==> config.mk <==
export PLATFORM = sky130hd
export DESIGN_NAME = lss_top
export DESIGN_NICKNAME = d
export VERILOG_FILES = /design/src/logic/lss_pkg.sv /design/src/logic/lss_top.sv /design/src/logic/lss_pulse_seq.sv
export VERILOG_INCLUDE_DIRS = /design/src /design/src/logic
export SDC_FILE = /design/constraint.sdc
export NUM_CORES = 1
export LEC_CHECK = 0
export BUFFER_PORTS_ARGS = -buffer_cell sky130_fd_sc_hd__clkbuf_2
export CORE_ASPECT_RATIO = 1.2
export CORE_UTILIZATION = 60
export DETAILED_ROUTE_END_ITERATION = 12
export PLACE_DENSITY = 0.83
export SLEW_MARGIN = 10
export SYNTH_ARGS = -nofsm -noshare
export SYNTH_HDL_FRONTEND = slang
export SYNTH_HIERARCHICAL = 1
export SYNTH_SLANG_ARGS = --single-unit
==> constraint.sdc <==
create_clock -name clk -period 5.9 [get_ports clk]
set_input_delay 1.18 -clock clk [delete_from_list [all_inputs] [get_ports clk]]
set_output_delay 1.18 -clock clk [all_outputs]
set_load 0.02 [all_outputs]
==> src/logic/lss_params.svh <==
// What this block does
// Pressure below partial threshold means unladen
// Pressure between thresholds inclusive means partial
// Pressure above full threshold means laden
// Detect on return speed or ignition
// Both triggers may be enabled together
// Auto leveling: detect at standstill instead
// Switch activates at activation speed
// Continuous mode drops below deactivation speed
// Timed mode holds output thirty seconds
// Valve mode emits sequence, ignores deactivation
// Activation speed resets to fifteen km/h
// Deactivation speed set two below activation
// Inversion reverses solenoid output polarity
// Port follows roll stability intervention
// Port follows anti-lock control process
// Load state held until next trigger
// Continuous mode keeps output within hysteresis
`ifndef LSS_PARAMS_SVH
`define LSS_PARAMS_SVH

// Register byte offsets
`define LSS_OFS_CTRL 8'h00
`define LSS_OFS_PART_THR 8'h04
`define LSS_OFS_FULL_THR 8'h08
`define LSS_OFS_RET_SPD 8'h0C
`define LSS_OFS_ACT_SPD 8'h10
`define LSS_OFS_DEACT_SPD 8'h14
`define LSS_OFS_STATUS 8'h18
`define LSS_OFS_IRQ_STAT 8'h1C
`define LSS_OFS_IRQ_MASK 8'h20

// Control register fields
`define LSS_CTRL_TRIG_SPD 0
`define LSS_CTRL_TRIG_IGN 1
`define LSS_CTRL_AUTO_LVL 2
`define LSS_CTRL_MODE_LO 3
`define LSS_CTRL_MODE_HI 4
`define LSS_CTRL_INVERT 5
`define LSS_CTRL_PORT_ROLL 6
`define LSS_CTRL_PORT_LOCK 7
`define LSS_CTRL_W 8

// Status register fields
`define LSS_ST_LOAD_LO 0
`define LSS_ST_LOAD_HI 1
`define LSS_ST_VALID 2
`define LSS_ST_SWITCH 3

// Interrupt bits
`define LSS_IRQ_DETECT 0
`define LSS_IRQ_CHANGE 1
`define LSS_IRQ_SW_ON 2
`define LSS_IRQ_SW_OFF 3
`define LSS_IRQ_W 4

// Reset values
`define LSS_CTRL_RST 8'hC1
`define LSS_ACT_SPD_RST 15
`define LSS_DEACT_SPD_RST 13
`define LSS_RET_SPD_RST 10
`define LSS_PART_THR_RST 16'h0400
`define LSS_FULL_THR_RST 16'h0C00

// Timing
`define LSS_CLK_HZ 64'd200000000
`define LSS_PULSE_S 64'd30
`define LSS_VALVE_ON_MS 64'd500
`define LSS_VALVE_OFF_MS 64'd500
`define LSS_VALVE_PULSES 3

`endif

==> src/logic/lss_pkg.sv <==
package lss_pkg;

    // Load classification
    typedef enum logic [1:0] {
        LSS_UNLADEN,
        LSS_PARTIAL,
        LSS_LADEN
    } lss_load_t;

    // Speed switch behaviour
    typedef enum logic [1:0] {
        LSS_MODE_CONT,
        LSS_MODE_PULSE,
        LSS_MODE_VALVE
    } lss_mode_t;

    // Register port request from software
    typedef struct packed {
        logic [7:0] addr;
        logic [31:0] wdata;
        logic wr;
        logic rd;
    } lss_bus_req_t;

    // Level inputs from the brake controller
    typedef struct packed {
        logic ignition;
        logic roll_stability_event;
        logic anti_lock_event;
    } lss_evt_t;

endpackage

==> src/logic/lss_top.sv <==
`timescale 1ns/1ps
`include "lss_params.svh"

module lss_top
    import lss_pkg::*;
#(
    parameter int SPEED_W = 8,
    parameter int PRESS_W = 16,
    parameter int CNT_W = 40,
    parameter logic [CNT_W-1:0] PULSE_CYCLES =
        CNT_W'(`LSS_PULSE_S * `LSS_CLK_HZ),
    parameter logic [CNT_W-1:0] VALVE_ON_CYCLES =
        CNT_W'(`LSS_VALVE_ON_MS * `LSS_CLK_HZ / 64'd1000),
    parameter logic [CNT_W-1:0] VALVE_OFF_CYCLES =
        CNT_W'(`LSS_VALVE_OFF_MS * `LSS_CLK_HZ / 64'd1000),
    parameter int VALVE_PULSES = `LSS_VALVE_PULSES
)(
    input wire logic clk,
    input wire logic rstn,
    input wire lss_bus_req_t bus_req,
    output logic [31:0] bus_rdata,
    input wire logic [SPEED_W-1:0] speed,
    input wire logic [PRESS_W-1:0] pressure,
    input wire lss_evt_t evt,
    output logic driving_level_return,
    output logic [1:0] general_io_port,
    output lss_load_t load_state,
    output logic irq
);

    // Refuse widths the register port cannot carry
    if (SPEED_W < 5 || SPEED_W > 16 || PRESS_W < 4 || PRESS_W > 24)
    begin : g_chk
        $error("lss_top: unsupported speed or pressure width");
    end

    // Software registers
    logic [`LSS_CTRL_W-1:0] ctrl; // Trigger, mode and port enables
    logic [PRESS_W-1:0] part_thr; // Partial load pressure
    logic [PRESS_W-1:0] full_thr; // Full load pressure
    logic [SPEED_W-1:0] ret_spd; // Driving level return speed
    logic [SPEED_W-1:0] act_spd; // Switch activation speed
    logic [SPEED_W-1:0] deact_spd; // Switch deactivation speed
    logic [`LSS_IRQ_W-1:0] irq_stat; // Sticky events
    logic [`LSS_IRQ_W-1:0] irq_mask; // Interrupt enables

    // Block state
    logic det_valid; // A detection has completed
    logic spd_above_q; // Last cycle speed above return speed
    logic ign_q; // Last cycle ignition level
    logic act_q; // Last cycle speed at activation level
    logic armed; // Switch may fire again
    logic cont_on; // Continuous mode output level
    logic sw_q; // Last cycle switch level

    // Control fields
    wire trig_spd_en = ctrl[`LSS_CTRL_TRIG_SPD];
    wire trig_ign_en = ctrl[`LSS_CTRL_TRIG_IGN];
    wire auto_lvl = ctrl[`LSS_CTRL_AUTO_LVL];
    wire invert = ctrl[`LSS_CTRL_INVERT];
    wire lss_mode_t mode =
        lss_mode_t'(ctrl[`LSS_CTRL_MODE_HI:`LSS_CTRL_MODE_LO]);

    // Address decode
    wire sel_ctrl = (bus_req.addr == `LSS_OFS_CTRL);
    wire sel_part = (bus_req.addr == `LSS_OFS_PART_THR);
    wire sel_full = (bus_req.addr == `LSS_OFS_FULL_THR);
    wire sel_ret = (bus_req.addr == `LSS_OFS_RET_SPD);
    wire sel_act = (bus_req.addr == `LSS_OFS_ACT_SPD);
    wire sel_deact = (bus_req.addr == `LSS_OFS_DEACT_SPD);
    wire sel_stat = (bus_req.addr == `LSS_OFS_STATUS);
    wire sel_istat = (bus_req.addr == `LSS_OFS_IRQ_STAT);
    wire sel_imask = (bus_req.addr == `LSS_OFS_IRQ_MASK);
    wire wr_istat = bus_req.wr && sel_istat;

    // Load classification from live pressure
    wire below_part = (pressure < part_thr);
    wire above_full = (pressure > full_thr);
    wire lss_load_t load_now =
        below_part ? LSS_UNLADEN :
        above_full ? LSS_LADEN :
        LSS_PARTIAL;

    // Detection triggers
    wire standstill = (speed == '0);
    wire spd_above = (speed > ret_spd);
    wire spd_rise = spd_above && !spd_above_q;
    wire ign_rise = evt.ignition && !ign_q;
    // Either enabled trigger may start a detection
    wire trig_sel = (trig_spd_en && spd_rise) ||
                    (trig_ign_en && ign_rise);
    // Auto leveling overrides the trigger selection
    wire detect = auto_lvl ? standstill : trig_sel;
    wire load_change = detect && (load_now != load_state);

    // Speed switch conditions
    wire at_act = (speed >= act_spd);
    wire below_deact = (speed < deact_spd);
    wire fire = at_act && !act_q && armed;
    wire pulse_start = fire && (mode == LSS_MODE_PULSE);
    wire valve_start = fire && (mode == LSS_MODE_VALVE);
    wire pulse_lvl;
    wire valve_lvl;

    // Selected switch level before inversion
    wire sw_lvl =
        (mode == LSS_MODE_CONT) ? cont_on :
        (mode == LSS_MODE_PULSE) ? pulse_lvl :
        (mode == LSS_MODE_VALVE) ? valve_lvl :
        1'b0;
    wire sw_on = sw_lvl && !sw_q;
    wire sw_off = !sw_lvl && sw_q;

    // Interrupt event vector
    wire [`LSS_IRQ_W-1:0] irq_evt = {sw_off, sw_on, load_change, detect};

    // Read data selection
    wire [31:0] rd_val =
        sel_ctrl ? 32'({ctrl}) :
        sel_part ? 32'({part_thr}) :
        sel_full ? 32'({full_thr}) :
        sel_ret ? 32'({ret_spd}) :
        sel_act ? 32'({act_spd}) :
        sel_deact ? 32'({deact_spd}) :
        sel_stat ? 32'({sw_lvl, det_valid, load_state}) :
        sel_istat ? 32'({irq_stat}) :
        sel_imask ? 32'({irq_mask}) :
        32'h0000_0000;

    // Thirty second timed pulse
    lss_pulse_seq #(
        .CNT_W(CNT_W),
        .ON_CYC(PULSE_CYCLES),
        .OFF_CYC(PULSE_CYCLES),
        .PULSES(1)
    ) u_pulse (
        .clk(clk),
        .rstn(rstn),
        .start(pulse_start),
        .level(pulse_lvl),
        .busy()
    );

    // Valve command sequence
    lss_pulse_seq #(
        .CNT_W(CNT_W),
        .ON_CYC(VALVE_ON_CYCLES),
        .OFF_CYC(VALVE_OFF_CYCLES),
        .PULSES(VALVE_PULSES)
    ) u_valve (
        .clk(clk),
        .rstn(rstn),
        .start(valve_start),
        .level(valve_lvl),
        .busy()
    );

    // Configuration writes
    always_ff @(posedge clk or negedge rstn)
    begin
        if (!rstn)
        begin
            ctrl <= `LSS_CTRL_RST;
            part_thr <= PRESS_W'(`LSS_PART_THR_RST);
            full_thr <= PRESS_W'(`LSS_FULL_THR_RST);
            ret_spd <= SPEED_W'(`LSS_RET_SPD_RST);
            act_spd <= SPEED_W'(`LSS_ACT_SPD_RST);
            deact_spd <= SPEED_W'(`LSS_DEACT_SPD_RST);
            irq_mask <= '0;
        end
        else if (bus_req.wr)
        begin
            if (sel_ctrl)
                ctrl <= bus_req.wdata[`LSS_CTRL_W-1:0];
            else if (sel_part)
                part_thr <= bus_req.wdata[PRESS_W-1:0];
            else if (sel_full)
                full_thr <= bus_req.wdata[PRESS_W-1:0];
            else if (sel_ret)
                ret_spd <= bus_req.wdata[SPEED_W-1:0];
            else if (sel_act)
                act_spd <= bus_req.wdata[SPEED_W-1:0];
            else if (sel_deact)
                deact_spd <= bus_req.wdata[SPEED_W-1:0];
            else if (sel_imask)
                irq_mask <= bus_req.wdata[`LSS_IRQ_W-1:0];
        end
    end

    // Sticky status, write one to clear, new event wins
    always_ff @(posedge clk or negedge rstn)
    begin
        if (!rstn)
            irq_stat <= '0;
        else if (wr_istat)
            irq_stat <= (irq_stat & ~bus_req.wdata[`LSS_IRQ_W-1:0])
                        | irq_evt;
        else
            irq_stat <= irq_stat | irq_evt;
    end

    // Read data, one cycle after the strobe
    always_ff @(posedge clk or negedge rstn)
    begin
        if (!rstn)
            bus_rdata <= 32'h0000_0000;
        else if (bus_req.rd)
            bus_rdata <= rd_val;
        else
            bus_rdata <= 32'h0000_0000;
    end

    // Edge history of the trigger inputs, activation compare and switch level
    always_ff @(posedge clk or negedge rstn)
    begin
        if (!rstn)
        begin
            spd_above_q <= 1'b0;
            ign_q <= 1'b0;
            act_q <= 1'b0;
            sw_q <= 1'b0;
        end
        else
        begin
            spd_above_q <= spd_above;
            ign_q <= evt.ignition;
            act_q <= at_act;
            sw_q <= sw_lvl;
        end
    end

    // Latched load state, held between detections
    always_ff @(posedge clk or negedge rstn)
    begin
        if (!rstn)
        begin
            load_state <= LSS_UNLADEN;
            det_valid <= 1'b0;
        end
        else if (detect)
        begin
            load_state <= load_now;
            det_valid <= 1'b1;
        end
    end

    // Continuous mode level with hysteresis band
    always_ff @(posedge clk or negedge rstn)
    begin
        if (!rstn)
            cont_on <= 1'b0;
        else if (mode != LSS_MODE_CONT)
            cont_on <= 1'b0;
        else if (at_act)
            cont_on <= 1'b1;
        else if (below_deact)
            cont_on <= 1'b0;
        // Between the two speeds the level holds
    end

    // Pulse modes fire once per pass over activation speed
    always_ff @(posedge clk or negedge rstn)
    begin
        if (!rstn)
            armed <= 1'b1;
        else if (fire)
            armed <= 1'b0;
        else if (below_deact)
            armed <= 1'b1;
    end

    // Output stage, all from flip-flops
    always_ff @(posedge clk or negedge rstn)
    begin
        if (!rstn)
        begin
            driving_level_return <= 1'b0;
            general_io_port <= 2'b00;
        end
        else
        begin
            driving_level_return <= sw_lvl ^ invert;
            general_io_port[0] <= evt.roll_stability_event
                && ctrl[`LSS_CTRL_PORT_ROLL];
            general_io_port[1] <= evt.anti_lock_event
                && ctrl[`LSS_CTRL_PORT_LOCK];
        end
    end

    // Level interrupt from unmasked sticky bits
    assign irq = |(irq_stat & irq_mask);

endmodule

==> src/logic/lss_pulse_seq.sv <==
`timescale 1ns/1ps
`include "lss_params.svh"

module lss_pulse_seq
    import lss_pkg::*;
#(
    parameter int CNT_W = 40,
    parameter logic [CNT_W-1:0] ON_CYC = 40'd100,
    parameter logic [CNT_W-1:0] OFF_CYC = 40'd100,
    parameter int PULSES = 1
)(
    input wire logic clk,
    input wire logic rstn,
    input wire logic start,
    output logic level,
    output logic busy
);

    // Sequencer states
    typedef enum logic [1:0] {SQ_IDLE, SQ_ON, SQ_OFF} lss_seq_t;

    lss_seq_t state; // Current phase
    lss_seq_t next_state; // Next phase
    logic [CNT_W-1:0] cnt; // Cycles left in phase
    logic [CNT_W-1:0] next_cnt;
    logic [7:0] left; // Pulses still to send
    logic [7:0] next_left;

    // Refuse shapes the counters cannot hold
    if (PULSES < 1 || PULSES > 255 || ON_CYC == '0 || OFF_CYC == '0)
    begin : g_chk
        $error("lss_pulse_seq: bad pulse shape");
    end

    // Phase sequencing
    always_comb
    begin
        next_state = state;
        next_cnt = cnt;
        next_left = left;
        case (state)
            SQ_IDLE:
            begin
                if (start)
                begin
                    next_state = SQ_ON;
                    next_cnt = ON_CYC - 1'b1;
                    next_left = 8'(PULSES - 1);
                end
            end
            SQ_ON:
            begin
                if (cnt != '0)
                    next_cnt = cnt - 1'b1;
                else if (left == 8'h00)
                    next_state = SQ_IDLE;
                else
                begin
                    next_state = SQ_OFF;
                    next_cnt = OFF_CYC - 1'b1;
                end
            end
            SQ_OFF:
            begin
                if (cnt != '0)
                    next_cnt = cnt - 1'b1;
                else
                begin
                    next_state = SQ_ON;
                    next_cnt = ON_CYC - 1'b1;
                    next_left = left - 8'h01;
                end
            end
            default:
                next_state = SQ_IDLE;
        endcase
    end

    // State registers
    always_ff @(posedge clk or negedge rstn)
    begin
        if (!rstn)
        begin
            state <= SQ_IDLE;
            cnt <= '0;
            left <= 8'h00;
        end
        else
        begin
            state <= next_state;
            cnt <= next_cnt;
            left <= next_left;
        end
    end

    assign level = (state == SQ_ON);
    assign busy = (state != SQ_IDLE);

endmodule

Word level (Yosys, flattened, before mapping). Index checks and enable logic that the tools add are counted. Widths: inputs -> output; s select.

Flip-flop bits (word level): 216. Input port bits: 71. Output and inout bits: 38. Logic and storage cells: 167.

Add/subtract/negate cells: 4. $lt $le $gt $ge: 5. Eq/ne operators: 23. Muxes and demuxes: 48. Bitwise logic cells: 12. Reduce and logical (&&, ||, !) cells: 50.

Operators by type and width (count): $mux 40 (8); $pmux 40 s3 (2); $reduce_bool 40->1 (2); $sub 40x1->40 const B (2); $mux 16 (4); $mux 8 (7); $eq 8x5->1 const B (4); $logic_not 8->1 (4); $pmux 8 s2 (2); $reduce_and 3->1 (7); $mux 2 (10); $eq 8x4->1 const B (2); $gt 16x16->1 (1); $lt 16x16->1 (1); $mux 4 (4); $sub 8x1->8 const B (2); $logic_and 1x1->1 (14); $pmux 2 s3 (2); $ne 2x2->1 const B (5); $mux 1 (9); $reduce_bool 3->1 (3); $and 4x4->4 (2); $eq 8x3->1 const B (1); $eq 8x6->1 const B (1); 23 further kinds (43).

Logic depth before layout (Yosys ltp). Gate-level depths: netlist of run 1.

Depth in word-level cells: 12. Depth in mapped cells: 17. Depth with buffers taken out: 15.

Modules after synthesis. The synthesis of run 1 kept the hierarchy.

By module, submodules not included: lss_top (times used 1, cells each 558, area each 5883.1 µm², seq. area each 2522.4 µm²); lss_pulse_seq (u_pulse) (times used 1, cells each 350, area each 3248.1 µm², seq. area each 1251.2 µm²); lss_pulse_seq (u_valve) (times used 1, cells each 329, area each 2944.1 µm², seq. area each 1251.2 µm²).

Worst setup path before layout of run 1. No wires, ideal clock.

Path kind: input to register. Start: input speed[0]. End: register u_pulse.cnt[27]. Library setup time: 0.126 ns. Arrival: 3.554 ns. Required time: 5.774 ns. Setup slack: 2.220 ns. Stages on the path: 14. Buffers on the path: 1. Path through: inv_1 ha_1 nand2b_1 a21oi_1 nor2b_1 o21ai_0 a21oi_1 o2111ai_1 nor3b_1 or2b_2 nand2b_1 clkbuf_1 nor2_1 a221o_1.

Word-level cells in the longest chain between the ends: 6.

Ends and longest elaborated chain: start, declared (line lss_top.sv:22) `input wire logic [SPEED_W-1:0] speed,`; $ge 8x8->1 (line lss_top.sv:97) `wire at_act = (speed >= act_spd);`; $logic_and 1x1->1 (2 in series) (line lss_top.sv:99) `wire fire = at_act && !act_q && armed;`; $logic_and 1x1->1 (line lss_top.sv:100) `wire pulse_start = fire && (mode == LSS_MODE_PULSE);`; via pulse_start (line lss_top.sv:100); $ne 2x2->1 (no line); $reduce_and 3->1 (no line); end signal, assigned (line lss_pulse_seq.sv:91) `cnt <= next_cnt;`; end, declared (line lss_pulse_seq.sv:24) `logic [CNT_W-1:0] cnt;`.

The timed path passes the listed nets, and every way through them passes these cells. A chain may end at the register's enable or synchronous reset.

Worst setup path in the final report of run 1.
Start: input speed[0]. End: register u_valve.cnt[13].

Word-level cells in the longest chain between the ends: 6.

Ends and longest elaborated chain: $ge 8x8->1 (line lss_top.sv:97); $logic_and 1x1->1 (2 in series) (line lss_top.sv:99); $logic_and 1x1->1 (line lss_top.sv:101) `wire valve_start = fire && (mode == LSS_MODE_VALVE);`; via valve_start (line lss_top.sv:101); $ne 2x1->1 (no line); $reduce_and 3->1 (no line); end signal, assigned (line lss_pulse_seq.sv:91); end, declared (line lss_pulse_seq.sv:24).

The timed path passes the listed nets, and every way through them passes these cells.

==> results of run 1 <==
==> kinds of logic (layout without fill, tap and decap cells) <==
| kind of cell | after synthesis | in the layout |
|---|---|---|
| other | 1 | 16 |
| AO/OA/AOI/OAI | 321 | 321 |
| multiplexers | 79 | 79 |
| XOR/XNOR | 7 | 7 |
| adder cells (fa/ha/maj) | 72 | 72 |
| buffers and inverters | 152 | 207 |
| flip-flops | 200 | 200 |
| AND/OR/NAND/NOR | 405 | 405 |
==> power by group <==
part,switching (mW),internal [mW]
Clock,0.560,0.606
Combinational,0.772,0.384
Sequential,0.177,1.52
Total,1.51,2.51
==> registers in the layout, indices dropped and copies added (netlist names), 4 cells and up <==
register      cells
ret_spd           8
u_valve/cnt      40
irq_stat          4
bus_rdata        16
part_thr         16
u_valve/left      8
u_pulse/left      8
u_pulse/cnt      40
deact_spd         8
ctrl              8
full_thr         16
act_spd           8
irq_mask          4
==> area by class of cell <==
cell class,count,area (um^2),area share (%)
Inverter,91,342,2.60
Multi-Input combinational cell,900,6420,48.9
Sequential cell,200,5020,38.2
Timing Repair Buffer,84,449,3.42
Clock buffer,19,443,3.37
Clock inverter,13,133,1.01
Tap cell,261,327,2.49
==> stage by stage <==
step                hold WS (ns)  utilization [%]  worst slack [ns]
finish                     0.477             67.0              1.83
global route               0.502             67.0              1.47
CTS                        0.478             67.0              1.87
detailed placement         0.465             64.0              1.42
global placement           0.446             64.0              1.44
floorplan                  0.438                -              2.22
==> worst max-delay path, delay by kind of cell <==
kind,cells,cell delay [ns]
compound gates,7,1.38
simple gates,5,1.28
buf+inv,3,0.27
fa+ha+maj,1,0.27
==> worst max path at each step <==
stage,endpoint,start
after floorplan,u_pulse/cnt[27],speed[0]
after global placement,u_valve/cnt[13],speed[0]
after detailed placement,u_valve/cnt[13],speed[0]
after CTS,u_pulse/cnt[16],speed[0]
after global routing,u_valve/cnt[13],speed[0]
final,u_valve/cnt[13],speed[0]
==> cell usage after synthesis (all sizes together), types with 17 or more instances <==
| cell | instances | area [um^2] |
|---|---|---|
| o31ai | 35 | 268 |
| nor4 | 41 | 358 |
| a21oi | 47 | 239 |
| buf | 45 | 297 |
| o21ai | 77 | 385 |
| inv | 91 | 342 |
| nor2 | 84 | 328 |
| ha | 72 | 901 |
| a31oi | 36 | 225 |
| or3 | 17 | 111 |
| a22oi | 17 | 128 |
| nand4 | 17 | 113 |
| a21o | 19 | 143 |
| dfrtp | 184 | 4600 |
| nor3 | 38 | 201 |
| nand3 | 34 | 175 |
| mux2 | 63 | 739 |
| nand2 | 85 | 334 |
| or4 | 17 | 144 |
==> metal layers <==
metal	global-route usage, %	part of all wire (%)	up-vias
met5	0	0	-
met3	5.22	5.4	74
met2	50.7	51	382
met4	12.6	2.9	0
li1	-	-	4682
met1	34.4	41	5019
==> flow_summary.json, run 1 <==
{
  "dieHeight_um": 157,
  "setup_tns_ns": 0,
  "routed_wl_um": 29200,
  "final_max_slew_viol_count": 0,
  "finalNetCount": 1437,
  "clk_pin_slew_ns": 0.08,
  "grt_overflow": 0,
  "grt_setup_unrepaired": "false",
  "synth_edf_count": 0,
  "cts_resized": 0,
  "rows": 56,
  "p_total_mw": 4.02,
  "start_util_pct": 61.5,
  "yosys_warnings": 6,
  "vias": 10200,
  "fmax_ghz": 0.245,
  "synth_top_family_by_area": "simple AND/OR/NAND/NOR gates",
  "cp_max_fo": 13,
  "start_kind": "input pin",
  "drc_errors": 0,
  "antenna_found_initial": 0,
  "cts_made_buffers": 17,
  "grt_usage_pct": 28.8,
  "ys_seq_area_share_pct": 41.6,
  "die_area_um2": 20700,
  "place_inst": 1536,
  "setup_violations": 0,
  "tightest_slew_ns": 1.30,
  "cts_buffer_depth": 2,
  "maxCapViolCount": 0,
  "rrSetupSlack_ns": 1.87,
  "synthXorXnorAreaFrac_pct": 0.508,
  "clkSinkCount": 200,
  "min_path_cells": 1,
  "r2r-end": "u_valve/cnt[12]",
  "drive_gt1_share_pct": 17.4,
  "synthMuxAreaShare_pct": 7.45,
  "critical_path.cell_chain": "clkbuf_2 > inv_1 > ha_1 > nand2b_1 > a21oi_1 > nor2b_1 > o21ai_0 > a21oi_1 > o2111ai_1 > nor3b_1 > inv_1 > a21oi_1 > and2_1 > nand2_1 > o41ai_1 > o21ai_0",
  "skew_ns": 0.0134,
  "drt-pass1-iter-count": 5,
  "final_cell_mix": "184 x dfrtp_1, 91 x inv_1, 81 x nand2_1, 81 x nor2_1, 75 x clkbuf_2",
  "root_buffer": "clkbuf_16",
  "yosys.area_share.simple_pct": 19.0,
  "hold_viol_final": 0,
  "slowest_stage": "o41ai_1",
  "relSlewSlack_pct": 12.8,
  "synthFlopType": "dfrtp_1",
  "min_to": "u_valve/cnt[26]",
  "synth_compound_area_share_pct": 18.2,
  "fin_area_um2": 13100,
  "mostFrequentLayoutCell": "dfrtp_1",
  "fin_crit_sh_pct": 69.0,
  "status": "complete, no violations",
  "grt_pass1_wl_um": 47700,
  "cts_max_level": 4,
  "required_ns": 6.21,
  "r2r_start": "u_valve/cnt[21]",
  "cp.arrival_ns": 4.39,
  "ios": 109,
  "cp-end-kind": "flop",
  "synth_fa_ha_area_share_pct": 7.46,
  "die_w_um": 132,
  "synth_area_um2": 12100,
  "wl_per_cell_um": 18.6,
  "synthDistinctLibCells": 93,
  "drt-vias-per-instance": 6.48,
  "portBuffers": 76,
  "ir_drop_mv": 0.266,
  "cts_hold_buf": 0,
  "synth.avg_cell_area_um2": 9.76,
  "fillers": 1473,
  "postCtsSetupRepairBufs": 0,
  "gp_congestion": 0.948,
  "placed_area_um2": 12600,
  "cpPeakStageDelay_ns": 0.42,
  "min_from": "u_valve/cnt[26]",
  "antenna_left": 0,
  "insertion_delay_ns": 0.45,
  "cts_tree": "built",
  "p_leak_nw": 5.87,
  "period_needed_ns": 4.07,
  "core_um2": 19600,
  "drt_iter0_markers": 727,
  "r2r_cells": 6,
  "grt_start_max_net_pins": 114,
  "postSynthCellCount": 1237,
  "cpMostUsedCell": "a21oi_1",
  "powerDensity_nw_per_um2": 306,
  "area_growth_pct": 8.80,
  "async_reset_ff_share_pct": 100,
  "stdcell_count": 1568,
  "grt_pass1_vias": 9764,
  "synth-seq-cells": 200,
  "diodes": 0,
  "hp-class": "reg -> reg",
  "dp_hpwl_um": 20200,
  "path_class": "in -> reg"
}
Power figures use the tool's default switching activity.
==> inputs of run 2 (changes only) <==
- ABC_AREA: not set -> 1
- CORE_UTILIZATION: 60 -> 55
- PLACE_DENSITY: 0.83 -> 0.8
- clock period: 5.9 -> 3.42 ns (I/O delays scaled with it)
==> flow_summary.json, run 2 <==
{
  "status": "complete, no violations",
  "yosys_warnings": 6,
  "cp.arrival_ns": 3.41,
  "synth_area_leaders": "dfrtp_1 36%, nand2_1 11%, ha_1 7.0%",
  "fmax_ghz": 0.329,
  "synth-seq-cells": 200,
  "ys_seq_area_share_pct": 39.2,
  "critical_path.cell_chain": "inv_1 > ha_1 > nand2_1 > o41ai_2 > nand2_1 > nor3_1 > nor2_1 > nor2_1 > nand2_4 > inv_4 > buf_12 > nor2_1 > a21oi_1",
  "drt-pass1-iter-count": 7,
  "area_growth_pct": 9.16,
  "grt_pass1_vias": 10700,
  "ir_drop_mv": 0.382,
  "cts_hold_buf": 0,
  "cts_max_level": 4,
  "portBuffers": 76,
  "drive_gt1_share_pct": 14.6,
  "tightest_slew_ns": 0.706,
  "postSynthCellCount": 1680,
  "r2r-end": "u_valve/cnt[18]",
  "synth_area_um2": 12800,
  "cpMostUsedCell": "nor2_1",
  "async_reset_ff_share_pct": 100,
  "fin_crit_sh_pct": 88.9,
  "grt_overflow": 0,
  "synthFlopType": "dfrtp_1",
  "grt_usage_pct": 26.0,
  "cts_tree": "built",
  "grt_pass1_wl_um": 49900,
  "cts_resized": 0,
  "largestRegisters": "u_pulse/cnt: 40 flops, u_valve/cnt: 40 flops",
  "setup_violations": 0,
  "wl_per_cell_um": 14.4,
  "dieHeight_um": 169,
  "rrSetupSlack_ns": 0.38,
  "p_leak_nw": 6.45,
  "period_needed_ns": 3.04,
  "dp_hpwl_um": 21800,
  "die_w_um": 141,
  "cp-end-kind": "flop",
  "path_class": "reg -> reg",
  "antenna_found_initial": 0,
  "synth.avg_cell_area_um2": 7.62,
  "synth_most_common_cell": "nand2_1",
  "pre_cts_ws_ns": -0.0130,
  "postCtsSetupRepairBufs": 0,
  "clkSinkCount": 200,
  "diodes": 0,
  "maxCapViolCount": 0,
  "ios": 109,
  "cpPeakStageDelay_ns": 0.55,
  "drt_iter0_markers": 931,
  "final_cell_mix": "392 x nand2_1, 195 x nor2_1, 193 x inv_1",
  "grt_start_max_net_pins": 85,
  "cts_buffer_depth": 2,
  "root_buffer": "clkbuf_16",
  "drt-vias-per-instance": 5.46,
  "p_total_mw": 6.86,
  "insertion_delay_ns": 0.44,
  "finalNetCount": 1891,
  "synthDistinctLibCells": 47,
  "rows": 60,
  "antenna_left": 0,
  "hp-class": "in -> async",
  "hold_viol_final": 0,
  "gp_congestion": 0.928,
  "clk_pin_slew_ns": 0.08,
  "r2r_start": "act_spd[3]",
  "final_max_slew_viol_count": 0,
  "slowest_stage": "dfstp_2",
  "required_ns": 3.78,
  "mostFrequentLayoutCell": "nand2_1",
  "stdcell_count": 2071,
  "synth_common_cells": "392 x nand2_1, 195 x nor2_1, 193 x inv_1",
  "synth_edf_count": 0,
  "powerDensity_nw_per_um2": 491,
  "start_kind": "flop",
  "synth_top_cell_area_share_pct": 36.0,
  "relSlewSlack_pct": 52.9,
  "place_inst": 2039,
  "routed_wl_um": 29700,
  "drc_errors": 0,
  "post-route-worst-setup-slack_ns": 0.378,
  "whs_ns": 0.262,
  "skew_ns": 0.0154,
  "cts_made_buffers": 17,
  "grt_setup_unrepaired": "false",
  "r2r_cells": 13,
  "cp_max_fo": 23,
  "die_area_um2": 23900,
  "core_um2": 22600,
  "synth_top_area_cell": "dfrtp_1",
  "vias": 11300,
  "start_util_pct": 56.7
}
-- run 2: cell count changes after synthesis, sizes merged, moves of 21 or more --
cell and delta:
a21oi +21, a31oi -36, inv +124, mux2 -63, nand2 +324, nand3 +72
nand4 +27, nor2 +146, nor3 -23, nor4 -39, o21ai +87, o31ai -35
xor2 +45
-- run 2: metal layers --
| metal | track usage, % | up-vias | wire length, um |
|---|---|---|---|
| li1 | - | 5557 | - |
| met1 | 31.9 | 5296 | 12500 |
| met2 | 45.7 | 382 | 14800 |
| met3 | 3.70 | 74 | 1460 |
| met4 | 10.8 | 0 | 951 |
| met5 | 0 | - | 0 |
-- run 2: worst max-delay path, delay by kind of cell, from the launching register on --
kind | cells | cell delay (ns)
adders and majority gates | 1 | 0.28
DFF | 1 | 0.55
buffers and inverters | 3 | 0.32
and+or+nand+nor | 7 | 1.25
AOI/OAI and AO/OA | 2 | 0.55
-- run 2: final cells by class --
type	instances	area (um^2)
Fill cell	1947	8620
Inverter	215	810
Sequential cell	200	5020
Tap cell	310	388
Clock buffer	19	443
Timing Repair Buffer	88	529
Multi-Input combinational cell	1226	6650
Clock inverter	13	130
-- run 2: how the worst max path moves through the flow --
stage,start,slack (ns),endpoint,depth (start not counted)
finish,act_spd[3],0.38,u_valve/cnt[18],13
global route,act_spd[3],0.02,u_valve/cnt[18],13
floorplan,speed[7],0.67,u_valve/cnt[36],12
global placement,speed[7],0.07,u_pulse/cnt[32],12
detailed placement,speed[7],-0.01,u_valve/cnt[18],13
CTS,act_spd[3],0.36,u_valve/cnt[18],13
-- run 2: kinds of logic (layout without fill, tap and decap cells) --
group | Yosys count | count (layout) | share of synthesized area [%]
compound gates | 264 | 264 | 11.9
xor+xnor | 55 | 55 | 3.76
fa+ha+maj | 72 | 72 | 7.04
buf+inv | 269 | 335 | 9.25
flops | 200 | 200 | 39.2
other cells | 1 | 16 | 0.0293
simple gates | 819 | 819 | 28.8
-- run 2: report_power, final --
| group | internal, mW | total (mW) | switching, mW | leakage, nW |
|---|---|---|---|---|
| registers | 2.60 | 2.82 | 0.214 | 2.52 |
| logic | 0.661 | 2.07 | 1.40 | 3.65 |
| clock network | 0.988 | 1.98 | 0.990 | 0.281 |
-- run 2: per-stage QoR --
stage / utilization (%) / area [um^2] / TNS [ns]
floorplan: - / 12900 / 0
global placement: 59.3 / 13400 / 0
detailed placement: 59.3 / 13400 / -0.0130
CTS: 61.8 / 14000 / 0
global route: 61.8 / 14000 / 0
finish: 61.8 / 14000 / 0
==> inputs of run 3 (changes only) <==
- PLACE_DENSITY: 0.8 -> 0.78
==> flow_summary.json, run 3 (same netlist as run 2, synthesis figures left out) <==
{
  "fmax_ghz": 0.332,
  "drt_iter0_markers": 821,
  "clk_pin_slew_ns": 0.08,
  "status": "complete, no violations",
  "gp_congestion": 0.919,
  "start_kind": "flop",
  "grt_usage_pct": 25.9,
  "drc_errors": 0,
  "grt_pass1_vias": 10800,
  "skew_ns": 0.0120,
  "regArea_um2": 5020,
  "whs_ns": 0.0837,
  "final_cell_mix": "392 x nand2_1, 195 x nor2_1, 193 x inv_1",
  "largestRegisters": "u_pulse/cnt: 40 flops, u_valve/cnt: 40 flops",
  "cpLargestDelayFamily": "simple AND/OR/NAND/NOR gates",
  "cts_hold_buf": 0,
  "hp-class": "in -> async",
  "grt_overflow": 0,
  "placed_area_um2": 13400,
  "critPathLaunch": "act_spd[3]",
  "cp-end-kind": "flop",
  "hold_viol_final": 0,
  "cts_max_level": 4,
  "fillers": 1977,
  "path_class": "reg -> reg",
  "relSlewSlack_pct": 51.0,
  "fin_area_um2": 14000,
  "root_buffer": "clkbuf_16",
  "wl_per_cell_um": 14.4,
  "cp_max_fo": 20,
  "p_total_mw": 6.97,
  "core_um2": 22600,
  "drt-pass1-iter-count": 7,
  "cts_made_buffers": 17,
  "path_buf_inv": 2,
  "setup_tns_ns": 0,
  "finalNetCount": 1893,
  "cp.arrival_ns": 3.33,
  "r2r_start": "act_spd[3]",
  "grt_pass1_wl_um": 49900,
  "postCtsSetupRepairBufs": 0,
  "maxCapViolCount": 0,
  "powerDensity_nw_per_um2": 497,
  "portBuffers": 76,
  "final_max_slew_viol_count": 0,
  "multi_input_area_um2": 6650,
  "r2r_cells": 12,
  "antenna_left": 0,
  "grt_setup_unrepaired": "false",
  "fin_crit_sh_pct": 88.1,
  "area_growth_pct": 9.42,
  "die_area_um2": 23900,
  "ios": 109,
  "drt-vias-per-instance": 5.38,
  "required_ns": 3.74,
  "place_inst": 2041,
  "insertion_delay_ns": 0.44,
  "routed_wl_um": 29900,
  "cts_tree": "built",
  "dp_hpwl_um": 21900,
  "cts_buffer_depth": 2,
  "ir_drop_mv": 0.330,
  "critical_path.cell_chain": "inv_1 > ha_1 > nand2_1 > o41ai_2 > nand2_1 > nor3_1 > nor2_1 > nor2_1 > buf_4 > nand2_2 > nor2_1 > a21oi_1",
  "mostFrequentLayoutCell": "nand2_1",
  "slowest_stage": "dfstp_2",
  "cts_resized": 0,
  "cpPeakStageDelay_ns": 0.55,
  "drive_gt1_share_pct": 14.6,
  "p_leak_nw": 6.46,
  "clkSinkCount": 200,
  "start_util_pct": 56.7,
  "tightest_slew_ns": 0.735,
  "cpMostUsedCell": "nor2_1",
  "die_w_um": 141,
  "dieHeight_um": 169,
  "stdcell_count": 2073,
  "antenna_found_initial": 0,
  "period_needed_ns": 3.01,
  "diodes": 0,
  "rows": 60,
  "grt_start_max_net_pins": 95,
  "vias": 11200,
  "setup_violations": 0,
  "r2r-end": "u_pulse/cnt[24]",
  "rrSetupSlack_ns": 0.41
}
run 3: cell types whose count changed in the layout (fill, tap and decap cells not counted), sizes merged:
cell / previous run / this run
clkinv: 6 / 2
buf: 12 / 14
bufinv: 0 / 2
clkinvlp: 1 / 3
run 3: layout make-up:
type / count / share of cell area, %
Multi-Input combinational cell: 1226 / 47.5
Sequential cell: 200 / 35.9
Inverter: 215 / 5.78
Timing Repair Buffer: 90 / 3.89
Clock buffer: 19 / 3.09
Tap cell: 310 / 2.77
Clock inverter: 13 / 1.13
run 3: stage by stage:
| step | worst slack (ns) | util [%] |
|---|---|---|
| global route | 0.170 | 62.0 |
| global placement | 0.132 | 59.4 |
| CTS | 0.394 | 62.0 |
| finish | 0.409 | 62.0 |
| floorplan | 0.671 | - |
| detailed placement | 0.0336 | 59.4 |
run 3: worst register-to-register path: stages, from the launching register on:
cell and delay, ns:
dfstp_2 0.55, inv_1 0.04, ha_1 0.28, nand2_1 0.08, o41ai_2 0.44, nand2_1 0.18
nor3_1 0.25, nor2_1 0.11, nor2_1 0.24, buf_4 0.19, nand2_2 0.27, nor2_1 0.20
a21oi_1 0.06
run 3: layer usage:
| layer | GRT usage, % | up-vias | wire (um) | share of wire (%) |
|---|---|---|---|---|
| li1 | - | 5534 | - | - |
| met1 | 31.3 | 5213 | 12600 | 42 |
| met2 | 45.8 | 319 | 14900 | 50 |
| met3 | 3.50 | 86 | 1270 | 4.2 |
| met4 | 11.9 | 0 | 1080 | 3.6 |
| met5 | 0 | - | 0 | 0 |
run 3: report_power, final:
part	switching (mW)	total, mW	internal (mW)
clock network	0.973	2.08	1.10
registers	0.212	2.81	2.60
logic	1.41	2.08	0.670
total	2.59	6.97	4.38
run 3: worst max-delay path by stage:
stage,end,slack [ns],cells after the start
CTS,u_pulse/cnt[24],0.39,12
global route,u_pulse/cnt[1],0.17,12
finish,u_pulse/cnt[24],0.41,12
floorplan,u_valve/cnt[36],0.67,12
detailed placement,u_pulse/cnt[23],0.03,12
global placement,u_pulse/cnt[1],0.13,12
